**config.mk**
```make
export PLATFORM = sky130hd
export DESIGN_NAME = tsp_top
export DESIGN_NICKNAME = d
export VERILOG_FILES = /design/src/rtl/tsp_pad.v /design/src/rtl/tsp_top.v
export VERILOG_INCLUDE_DIRS = /design/src /design/src/rtl
export SDC_FILE = /design/constraint.sdc
export NUM_CORES = 1
export LEC_CHECK = 0
export BUFFER_PORTS_ARGS = -buffer_cell sky130_fd_sc_hd__buf_2
export CORE_UTILIZATION = 30
export CTS_BUF_LIST = sky130_fd_sc_hd__clkbuf_4
export DETAILED_ROUTE_END_ITERATION = 10
export SYNTH_ARGS = -nofsm -noshare
export SYNTH_HDL_FRONTEND = slang
export SYNTH_SLANG_ARGS = --single-unit
```
**constraint.sdc**
```tcl
create_clock -name sys_clk -period 2.25 [get_ports sys_clk]
set_input_delay 0 -clock sys_clk [delete_from_list [all_inputs] [get_ports sys_clk]]
set_output_delay 0 -clock sys_clk [all_outputs]
set_load 0.05 [all_outputs]
```
**src/rtl/tsp_regs.vh**
```
// Register offsets, field positions, reset values and source codes of the timing pin block
`ifndef TSP_REGS_VH
`define TSP_REGS_VH

// Register offsets
`define TSP_OFF_PIN_CTRL   8'h02
`define TSP_OFF_PIN_SEL    8'h0B
`define TSP_OFF_AUX_CFG    8'h4F

// Pin output control fields
`define TSP_BIT_POL_FIRST  0
`define TSP_BIT_OD_FIRST   1
`define TSP_BIT_EN_FIRST   2
`define TSP_BIT_POL_SECOND 8
`define TSP_BIT_OD_SECOND  9

// Auxiliary configuration field
`define TSP_BIT_EN_SECOND  6

// Signal select fields
`define TSP_SEL_FIRST_LSB  0
`define TSP_SEL_SECOND_LSB 8
`define TSP_SEL_W          5

// Reset values
`define TSP_RST_PIN_CTRL   16'h0000
`define TSP_RST_PIN_SEL    16'h0000
`define TSP_RST_AUX_CFG    16'h0000

// Source codes of the select fields
`define TSP_SRC_IRQ        5'h01
`define TSP_SRC_ENVELOPE   5'h02
`define TSP_SRC_LED_A      5'h05
`define TSP_SRC_LED_B      5'h06
`define TSP_SRC_LED_AB     5'h07
`define TSP_SRC_WR_A       5'h0C
`define TSP_SRC_WR_B       5'h0D
`define TSP_SRC_WR_ANY     5'h0E
`define TSP_SRC_HALF_RATE  5'h0F
`define TSP_SRC_LOGIC0     5'h10
`define TSP_SRC_LOGIC1     5'h11
`define TSP_SRC_OSC        5'h13

// Synchroniser depth for signals from the slow and sequencer clocks
`define TSP_SYNC_STAGES    2

`endif

```
**src/rtl/tsp_pad.v**
```verilog
// One timing output pin: source select, polarity and drive control
`timescale 1ns/1ps
`default_nettype none
`include "tsp_regs.vh"

module tsp_pad #(
  parameter SEL_W = 5
) (
  // Clock and reset
  input  wire             sys_clk,
  input  wire             rst,
  // Pin configuration
  input  wire [SEL_W-1:0] sel,
  input  wire             pol_low,
  input  wire             od_mode,
  input  wire             drv_en,
  // Candidate timing signals
  input  wire             src_irq,
  input  wire             src_env,
  input  wire             src_led_a,
  input  wire             src_led_b,
  input  wire             src_wr_a,
  input  wire             src_wr_b,
  input  wire             src_wr_any,
  input  wire             src_half,
  input  wire             src_osc,
  // Pad signals
  output reg              pin_o,
  output reg              pin_oe
);

  wire raw;
  wire lvl;

  // Unknown codes give the deasserted level
  function pick;
    input [SEL_W-1:0] code;
    input             irq, env, la, lb, wa, wb, wn, hf, osc;
    begin
      case (code)
        `TSP_SRC_IRQ:       pick = irq;
        `TSP_SRC_ENVELOPE:  pick = env;
        `TSP_SRC_LED_A:     pick = la;
        `TSP_SRC_LED_B:     pick = lb;
        `TSP_SRC_LED_AB:    pick = la | lb;
        `TSP_SRC_WR_A:      pick = wa;
        `TSP_SRC_WR_B:      pick = wb;
        `TSP_SRC_WR_ANY:    pick = wn;
        `TSP_SRC_HALF_RATE: pick = hf;
        `TSP_SRC_LOGIC0:    pick = 1'b0;
        `TSP_SRC_LOGIC1:    pick = 1'b1;
        `TSP_SRC_OSC:       pick = osc;
        default:            pick = 1'b0;
      endcase
    end
  endfunction

  assign raw = pick(sel, src_irq, src_env, src_led_a, src_led_b,
                    src_wr_a, src_wr_b, src_wr_any, src_half, src_osc);
  // Polarity first, then drive decision uses the asserted state
  assign lvl = raw ^ pol_low;

  // Registered pad; open-drain mode drives only while asserted
  always @(posedge sys_clk) begin
    if (rst) begin
      pin_o  <= 1'b0;
      pin_oe <= 1'b0;
    end else begin
      pin_o  <= lvl;
      pin_oe <= drv_en & (~od_mode | raw);
    end
  end

endmodule
`default_nettype wire

```
**src/rtl/tsp_top.v**
```verilog
// Timing signal output pins: registers, sample event tracking and two pads
`timescale 1ns/1ps
`default_nettype none
`include "tsp_regs.vh"

module tsp_top #(
  parameter ADDR_W = 8,
  parameter DATA_W = 16
) (
  // Clock and reset
  input  wire              sys_clk,
  input  wire              rst,
  // Register access port
  input  wire              reg_wr_en,
  input  wire              reg_rd_en,
  input  wire [ADDR_W-1:0] reg_addr,
  input  wire [DATA_W-1:0] reg_wr_data,
  output reg  [DATA_W-1:0] reg_rd_data,
  output reg               reg_rd_valid,
  // Same-clock inputs from the device core
  input  wire              dev_irq,
  input  wire              slot_a_en,
  input  wire              slot_b_en,
  // Inputs from the 32 kHz and 32 MHz time bases
  input  wire              run_mode,
  input  wire              slot_a_busy,
  input  wire              slot_b_busy,
  input  wire              led_a,
  input  wire              led_b,
  input  wire              data_a_tgl,
  input  wire              data_b_tgl,
  input  wire              osc_32k,
  // First timing pin
  output wire              aux_out_first,
  output wire              aux_out_first_oe,
  // Second timing pin
  output wire              aux_out_second,
  output wire              aux_out_second_oe
);

  localparam NSYNC = 8;

  // Positions inside the synchroniser vector
  localparam S_RUN   = 0;
  localparam S_ABUSY = 1;
  localparam S_BBUSY = 2;
  localparam S_LEDA  = 3;
  localparam S_LEDB  = 4;
  localparam S_TGLA  = 5;
  localparam S_TGLB  = 6;
  localparam S_OSC   = 7;

  // Configuration registers
  reg  [DATA_W-1:0] pin_output_control_q;
  reg  [DATA_W-1:0] pin_signal_select_q;
  reg               aux_drive_second_q;

  // Synchroniser and history stages
  reg  [NSYNC-1:0]  sync_meta_q;
  reg  [NSYNC-1:0]  sync_q;
  reg  [NSYNC-1:0]  hist_q;

  // Event state
  reg               envelope_q;
  reg               wr_a_q;
  reg               wr_b_q;
  reg               wr_any_q;
  reg               half_rate_q;

  // Decode and edge terms
  wire              hit_ctrl;
  wire              hit_sel;
  wire              hit_aux;
  wire              a_rise;
  wire              a_fall;
  wire              b_rise;
  wire              b_fall;
  wire              first_start;
  wire              last_end;
  wire              data_a_evt;
  wire              data_b_evt;
  wire              leaving_standby;
  wire [NSYNC-1:0]  async_in;

  // Address match shared by write and read paths
  function addr_is;
    input [ADDR_W-1:0] a;
    input [7:0]        off;
    begin
      addr_is = (a == off[ADDR_W-1:0]);
    end
  endfunction

  // Edge terms of one synchronised bit against its history copy
  function rose;
    input cur;
    input prev;
    begin
      rose = cur & ~prev;
    end
  endfunction

  function fell;
    input cur;
    input prev;
    begin
      fell = ~cur & prev;
    end
  endfunction

  // Any change of a toggle line marks one event
  function flipped;
    input cur;
    input prev;
    begin
      flipped = cur ^ prev;
    end
  endfunction

  assign hit_ctrl = addr_is(reg_addr, `TSP_OFF_PIN_CTRL);
  assign hit_sel  = addr_is(reg_addr, `TSP_OFF_PIN_SEL);
  assign hit_aux  = addr_is(reg_addr, `TSP_OFF_AUX_CFG);

  // Writes land on the strobe edge; the pads show new settings one
  // edge later, since every pin level leaves through a flop
  // Pin output control: only polarity, mode and enable bits are kept
  always @(posedge sys_clk) begin
    if (rst) begin
      pin_output_control_q <= `TSP_RST_PIN_CTRL;
    end else if (reg_wr_en && hit_ctrl) begin
      pin_output_control_q <= 16'h0000;
      pin_output_control_q[`TSP_BIT_POL_FIRST]  <= reg_wr_data[`TSP_BIT_POL_FIRST];
      pin_output_control_q[`TSP_BIT_OD_FIRST]   <= reg_wr_data[`TSP_BIT_OD_FIRST];
      pin_output_control_q[`TSP_BIT_EN_FIRST]   <= reg_wr_data[`TSP_BIT_EN_FIRST];
      pin_output_control_q[`TSP_BIT_POL_SECOND] <= reg_wr_data[`TSP_BIT_POL_SECOND];
      pin_output_control_q[`TSP_BIT_OD_SECOND]  <= reg_wr_data[`TSP_BIT_OD_SECOND];
    end
  end

  // Signal select: two 5-bit fields, other bits read as zero
  always @(posedge sys_clk) begin
    if (rst) begin
      pin_signal_select_q <= `TSP_RST_PIN_SEL;
    end else if (reg_wr_en && hit_sel) begin
      pin_signal_select_q <= 16'h0000;
      pin_signal_select_q[`TSP_SEL_FIRST_LSB +: `TSP_SEL_W] <=
        reg_wr_data[`TSP_SEL_FIRST_LSB +: `TSP_SEL_W];
      pin_signal_select_q[`TSP_SEL_SECOND_LSB +: `TSP_SEL_W] <=
        reg_wr_data[`TSP_SEL_SECOND_LSB +: `TSP_SEL_W];
    end
  end

  // Second pin drive enable lives in a separate configuration register
  always @(posedge sys_clk) begin
    if (rst) begin
      aux_drive_second_q <= 1'b0;
    end else if (reg_wr_en && hit_aux) begin
      aux_drive_second_q <= reg_wr_data[`TSP_BIT_EN_SECOND];
    end
  end

  // Data drops back to zero after the valid cycle, so nothing stale leaks
  // Registered read; unmapped addresses return zero
  always @(posedge sys_clk) begin
    if (rst) begin
      reg_rd_data  <= 16'h0000;
      reg_rd_valid <= 1'b0;
    end else begin
      reg_rd_valid <= reg_rd_en;
      if (!reg_rd_en) begin
        reg_rd_data <= 16'h0000;
      end else if (hit_ctrl) begin
        reg_rd_data <= pin_output_control_q;
      end else if (hit_sel) begin
        reg_rd_data <= pin_signal_select_q;
      end else if (hit_aux) begin
        reg_rd_data <= {9'h000, aux_drive_second_q, 6'h00};
      end else begin
        reg_rd_data <= 16'h0000;
      end
    end
  end

  // Async levels gathered in synchroniser order
  assign async_in = {osc_32k, data_b_tgl, data_a_tgl, led_b, led_a,
                     slot_b_busy, slot_a_busy, run_mode};

  // Two-flop synchronisers; the sample sequencer runs on the 32 kHz base
  // and the LED and capture strobes on the 32 MHz base.
  // No reset here: the stages keep sampling while reset is held, so a
  // toggle line left high cannot look like a fresh event on release
  always @(posedge sys_clk) begin
    sync_meta_q <= async_in;
    sync_q      <= sync_meta_q;
  end

  // History stage for edge detection, fed only from the second flop;
  // it also runs through reset so it matches the live levels
  always @(posedge sys_clk) begin
    hist_q <= sync_q;
  end

  // Slot edges
  assign a_rise = rose(sync_q[S_ABUSY], hist_q[S_ABUSY]);
  assign a_fall = fell(sync_q[S_ABUSY], hist_q[S_ABUSY]);
  assign b_rise = rose(sync_q[S_BBUSY], hist_q[S_BBUSY]);
  assign b_fall = fell(sync_q[S_BBUSY], hist_q[S_BBUSY]);

  // Sample starts with slot A when enabled, else with slot B;
  // it ends with slot B when enabled, else with slot A
  assign first_start = slot_a_en ? a_rise : (slot_b_en & b_rise);
  assign last_end    = slot_b_en ? b_fall : (slot_a_en & a_fall);

  // Data-stored events arrive as toggles, so no pulse is lost in crossing;
  // two toggles inside one clock would cancel each other
  assign data_a_evt = flipped(sync_q[S_TGLA], hist_q[S_TGLA]);
  assign data_b_evt = flipped(sync_q[S_TGLB], hist_q[S_TGLB]);

  // Standby exit seen as the rising edge of the run level
  assign leaving_standby = rose(sync_q[S_RUN], hist_q[S_RUN]);

  // All slot events lag the sequencer by the synchroniser depth,
  // a few system clocks, which is small next to one slot
  // Sample envelope; a single enabled slot opens and closes it alone
  always @(posedge sys_clk) begin
    if (rst) begin
      envelope_q <= 1'b0;
    end else if (first_start) begin
      envelope_q <= 1'b1;
    end else if (last_end) begin
      envelope_q <= 1'b0;
    end
  end

  // Slot A data flag: set wins over the sample-start clear
  always @(posedge sys_clk) begin
    if (rst) begin
      wr_a_q <= 1'b0;
    end else if (data_a_evt) begin
      wr_a_q <= 1'b1;
    end else if (first_start) begin
      wr_a_q <= 1'b0;
    end
  end

  // Slot B data flag, same timing
  always @(posedge sys_clk) begin
    if (rst) begin
      wr_b_q <= 1'b0;
    end else if (data_b_evt) begin
      wr_b_q <= 1'b1;
    end else if (first_start) begin
      wr_b_q <= 1'b0;
    end
  end

  // Either-slot flag rises on the first write of the sample
  always @(posedge sys_clk) begin
    if (rst) begin
      wr_any_q <= 1'b0;
    end else if (data_a_evt || data_b_evt) begin
      wr_any_q <= 1'b1;
    end else if (first_start) begin
      wr_any_q <= 1'b0;
    end
  end

  // Run already high when reset lifts counts as running, no exit edge
  // Half-rate wave: held low in standby and at standby exit,
  // toggles each time a sample completes while running
  always @(posedge sys_clk) begin
    if (rst) begin
      half_rate_q <= 1'b0;
    end else if (!sync_q[S_RUN] || leaving_standby) begin
      half_rate_q <= 1'b0;
    end else if (last_end) begin
      half_rate_q <= ~half_rate_q;
    end
  end

  // Both pads share every source; only select, polarity, mode and enable differ
  // First pin: enable from the pin control register
  tsp_pad #(
    .SEL_W      (`TSP_SEL_W)
  ) u_pad_first (
    .sys_clk    (sys_clk),
    .rst        (rst),
    .sel        (pin_signal_select_q[`TSP_SEL_FIRST_LSB +: `TSP_SEL_W]),
    .pol_low    (pin_output_control_q[`TSP_BIT_POL_FIRST]),
    .od_mode    (pin_output_control_q[`TSP_BIT_OD_FIRST]),
    .drv_en     (pin_output_control_q[`TSP_BIT_EN_FIRST]),
    .src_irq    (dev_irq),
    .src_env    (envelope_q),
    .src_led_a  (sync_q[S_LEDA]),
    .src_led_b  (sync_q[S_LEDB]),
    .src_wr_a   (wr_a_q),
    .src_wr_b   (wr_b_q),
    .src_wr_any (wr_any_q),
    .src_half   (half_rate_q),
    .src_osc    (sync_q[S_OSC]),
    .pin_o      (aux_out_first),
    .pin_oe     (aux_out_first_oe)
  );

  // Second pin: enable from the separate configuration register
  tsp_pad #(
    .SEL_W      (`TSP_SEL_W)
  ) u_pad_second (
    .sys_clk    (sys_clk),
    .rst        (rst),
    .sel        (pin_signal_select_q[`TSP_SEL_SECOND_LSB +: `TSP_SEL_W]),
    .pol_low    (pin_output_control_q[`TSP_BIT_POL_SECOND]),
    .od_mode    (pin_output_control_q[`TSP_BIT_OD_SECOND]),
    .drv_en     (aux_drive_second_q),
    .src_irq    (dev_irq),
    .src_env    (envelope_q),
    .src_led_a  (sync_q[S_LEDA]),
    .src_led_b  (sync_q[S_LEDB]),
    .src_wr_a   (wr_a_q),
    .src_wr_b   (wr_b_q),
    .src_wr_any (wr_any_q),
    .src_half   (half_rate_q),
    .src_osc    (sync_q[S_OSC]),
    .pin_o      (aux_out_second),
    .pin_oe     (aux_out_second_oe)
  );

endmodule
`default_nettype wire

```
==> flow_summary.toml <==
[outcome]
status = "complete, no violations"

[sta]
setup_viol = 0
slew_viol_final = 0
setup_tns_ns = 0
hold_viol = 0
fin_crit_sh_pct = 83.4
finClkSkew_ns = 0.00751
rsz0062_at_grt = "no"
fin_crit_ns = 1.88
max_freq_ghz = 0.533

[cts]
post_cts_resized = 0
clk_pin_slew_ns = 0.10
insertion_delay_ns = 0.40
hold_buffers = 22
cts_made_buffers = 9
clockBufferDepth = 2
tritoncts = "built"
post_cts_buffers = 0
cts_root_buffer = "clkbuf_4"
clkSinkCount = 58
h-tree-depth = 3

[synthesis]
synth_mux_area_share_pct = 2.75
ys_ff_latch = 58
synth-xor-area-share_pct = 1.71
seq_area_frac_synth_pct = 56.7
syn_inst = 211
synth_cell_type_count = 38
synthFlopType = "dfxtp_1"
avgSynthCellArea_um2 = 9.71
synthArstFlopShare_pct = 0
yosys.area_share.simple_pct = 21.0
syn-cell-area_um2 = 2050
synth_compound_area_share_pct = 12.2
synth-adder-area-share_pct = 0
ys_warn_count = 0
synth_edf_count = 0
synth_top_family_by_area = "simple AND/OR/NAND/NOR gates"

[drt]
drt-total-wl_mm = 4.42
drc = 0
viasPerCell = 4.72
wl_per_cell_um = 12.1
drt_iter0_drc = 80
first_pass_iters = 6
vias = 1729
ant_nets = 0

[critical_path]
crit_path_max_incr_delay_ns = 0.41
cp_slowest_cell = "dfxtp_1"
critPathTopFamily = "compound AO/OA/AOI/OAI gates"
cp_cell_sequence = "or3_1 -> o2111ai_1 -> o21ai_1 -> a311oi_2 -> mux2_1"
endpoint_kind = "flip-flop"
critPathArrivalTime_ns = 2.16
cp.required_ns = 2.54
critical_path_buf_inv_count = 0
reg2reg_slack_ns = 0.37
start_kind = "flip-flop"
worstPathMaxFanout = 10
criticalPathCategory = "flip-flop to flip-flop"

[place]
dpl_cell_area_um2 = 2330
numPortBuffers = 49
dp.final_hpwl_mm = 3.00
placedCellCount = 328
gp_congestion = 0.772

[layout]
ff_latch_area_um2 = 1160
fin_cells = 366
drive_gt1_share_pct = 25.3
area_growth_pct = 33.3
antennaDiodeCount = 0
nets = 323
fill_cells = 679
multi_input_area_um2 = 790
fin_area_um2 = 2730

[power_and_ir_drop]
p_leak_nw = 1.13
ir_drop_mv = 0.429
pwr_density_cell_nw_per_um2 = 784

[global_routing]
antenna_found_initial = 0
grt_usage_pct = 13.3
grt_max_degree = 28
overflow = 0
first_global_vias = 1535
grt_pass1_wl_mm = 7.13

[floorplan]
die_h_um = 84.6
ios = 60
die_x_um = 84.6
die_area_um2 = 7160
rows = 29
start_util_pct = 31.7
core_um2 = 6460

[worst_hold_path]
hp-class = "input port to flip-flop"

[flow_run]
maxCapViolations = 0
-- Yosys cell counts (2+ instances only) --
master / number / area, um2
dfxtp_1: 58 / 1160
nand2_1: 29 / 109
a21oi_1: 23 / 115
nand3_1: 17 / 85.1
nor2_1: 8 / 30.0
a31oi_1: 6 / 37.5
and3_1: 6 / 37.5
buf_4: 6 / 45.0
inv_1: 6 / 22.5
a22oi_1: 5 / 37.5
clkbuf_1: 5 / 18.8
nor3_1: 5 / 25.0
nand2b_1: 4 / 25.0
nor2b_1: 4 / 25.0
xnor2_1: 3 / 26.3
buf_2: 2 / 10.0
mux2_2: 2 / 22.5
nor4bb_1: 2 / 20.0
-- worst reg2reg max path, stage by stage, from the launching register on --
cell	delay, ns
dfxtp_1	0.41
or3_1	0.40
o2111ai_1	0.11
o21ai_1	0.11
a311oi_2	0.39
mux2_1	0.36
-- kinds of logic after synthesis --
family | Yosys count
other | 1
XOR/XNOR | 4
AND/OR/NAND/NOR | 82
multiplexers | 4
AO/OA/AOI/OAI | 41
flip-flops | 58
buffers and inverters | 21
-- path summary, 6_finish.rpt --
path,to,cells after the start,startpoint
setup / recovery,u_pad_second.pin_o,5,pin_signal_select_q[11]
hold reg to reg,sync_q[0],0,sync_meta_q[0]
setup reg to reg,u_pad_second.pin_o,5,pin_signal_select_q[11]
hold / removal,envelope_q,3,slot_a_en
-- final cells by class --
cell class	count	share of cell area (%)
flip-flops and latches	58	42.5
multi-input cells	136	28.9
repair buffers	73	17.6
clock inverters	6	3.85
well taps	77	3.53
clock buffers	10	2.75
inverters	6	0.825
-- where the power goes --
group          internal, W  switching, W  total (W)
Clock             0.000570      0.000370   0.000940
Combinational    0.0000634     0.0000683   0.000132
Sequential         0.00105     0.0000149    0.00107
Total              0.00169      0.000453    0.00214
-- flip-flops by register name (all words and copies together), names as in the netlist, 5 cells and up --
| signal | flops |
|---|---|
| sync_q | 8 |
| hist_q | 5 |
| reg_rd_data | 11 |
| pin_signal_select_q | 10 |
| sync_meta_q | 8 |
| pin_output_control_q | 5 |
-- placed cells by master (no fill, tap or decap), types with 6 or more instances in the layout --
cell / count
a31oi_1: 6
and3_1: 6
clkbuf_4: 10
a21oi_1: 23
nand2_1: 29
buf_2: 49
dlygate4sd3_1: 22
inv_1: 6
dfxtp_1: 58
nand3_1: 17
nor2_1: 8
-- stage by stage --
stage	util (%)	hold WS [ns]	power (W)	setup slack, ns
floorplan	-	0.0277	0.00116	0.552
global placement	36.1	0.102	0.00119	0.436
detailed placement	36.1	0.104	0.00120	0.401
CTS	42.3	0.00151	0.00217	0.355
global route	42.3	0.0105	0.00223	0.244
finish	42.3	0.0156	0.00214	0.374
-- layer usage --
| metal | wire [um] | vias to the layer above | global-route usage [%] | part of all wire, % |
|---|---|---|---|---|
| met5 | 0 | - | 0 | 0 |
| met4 | 53 | 0 | 4.93 | 1.2 |
| met3 | 301 | 7 | 6.69 | 6.8 |
| met2 | 2070 | 50 | 21.3 | 47 |
| met1 | 2000 | 801 | 15.3 | 45 |
| li1 | - | 871 | - | - |
Power figures use the tool's default switching activity.
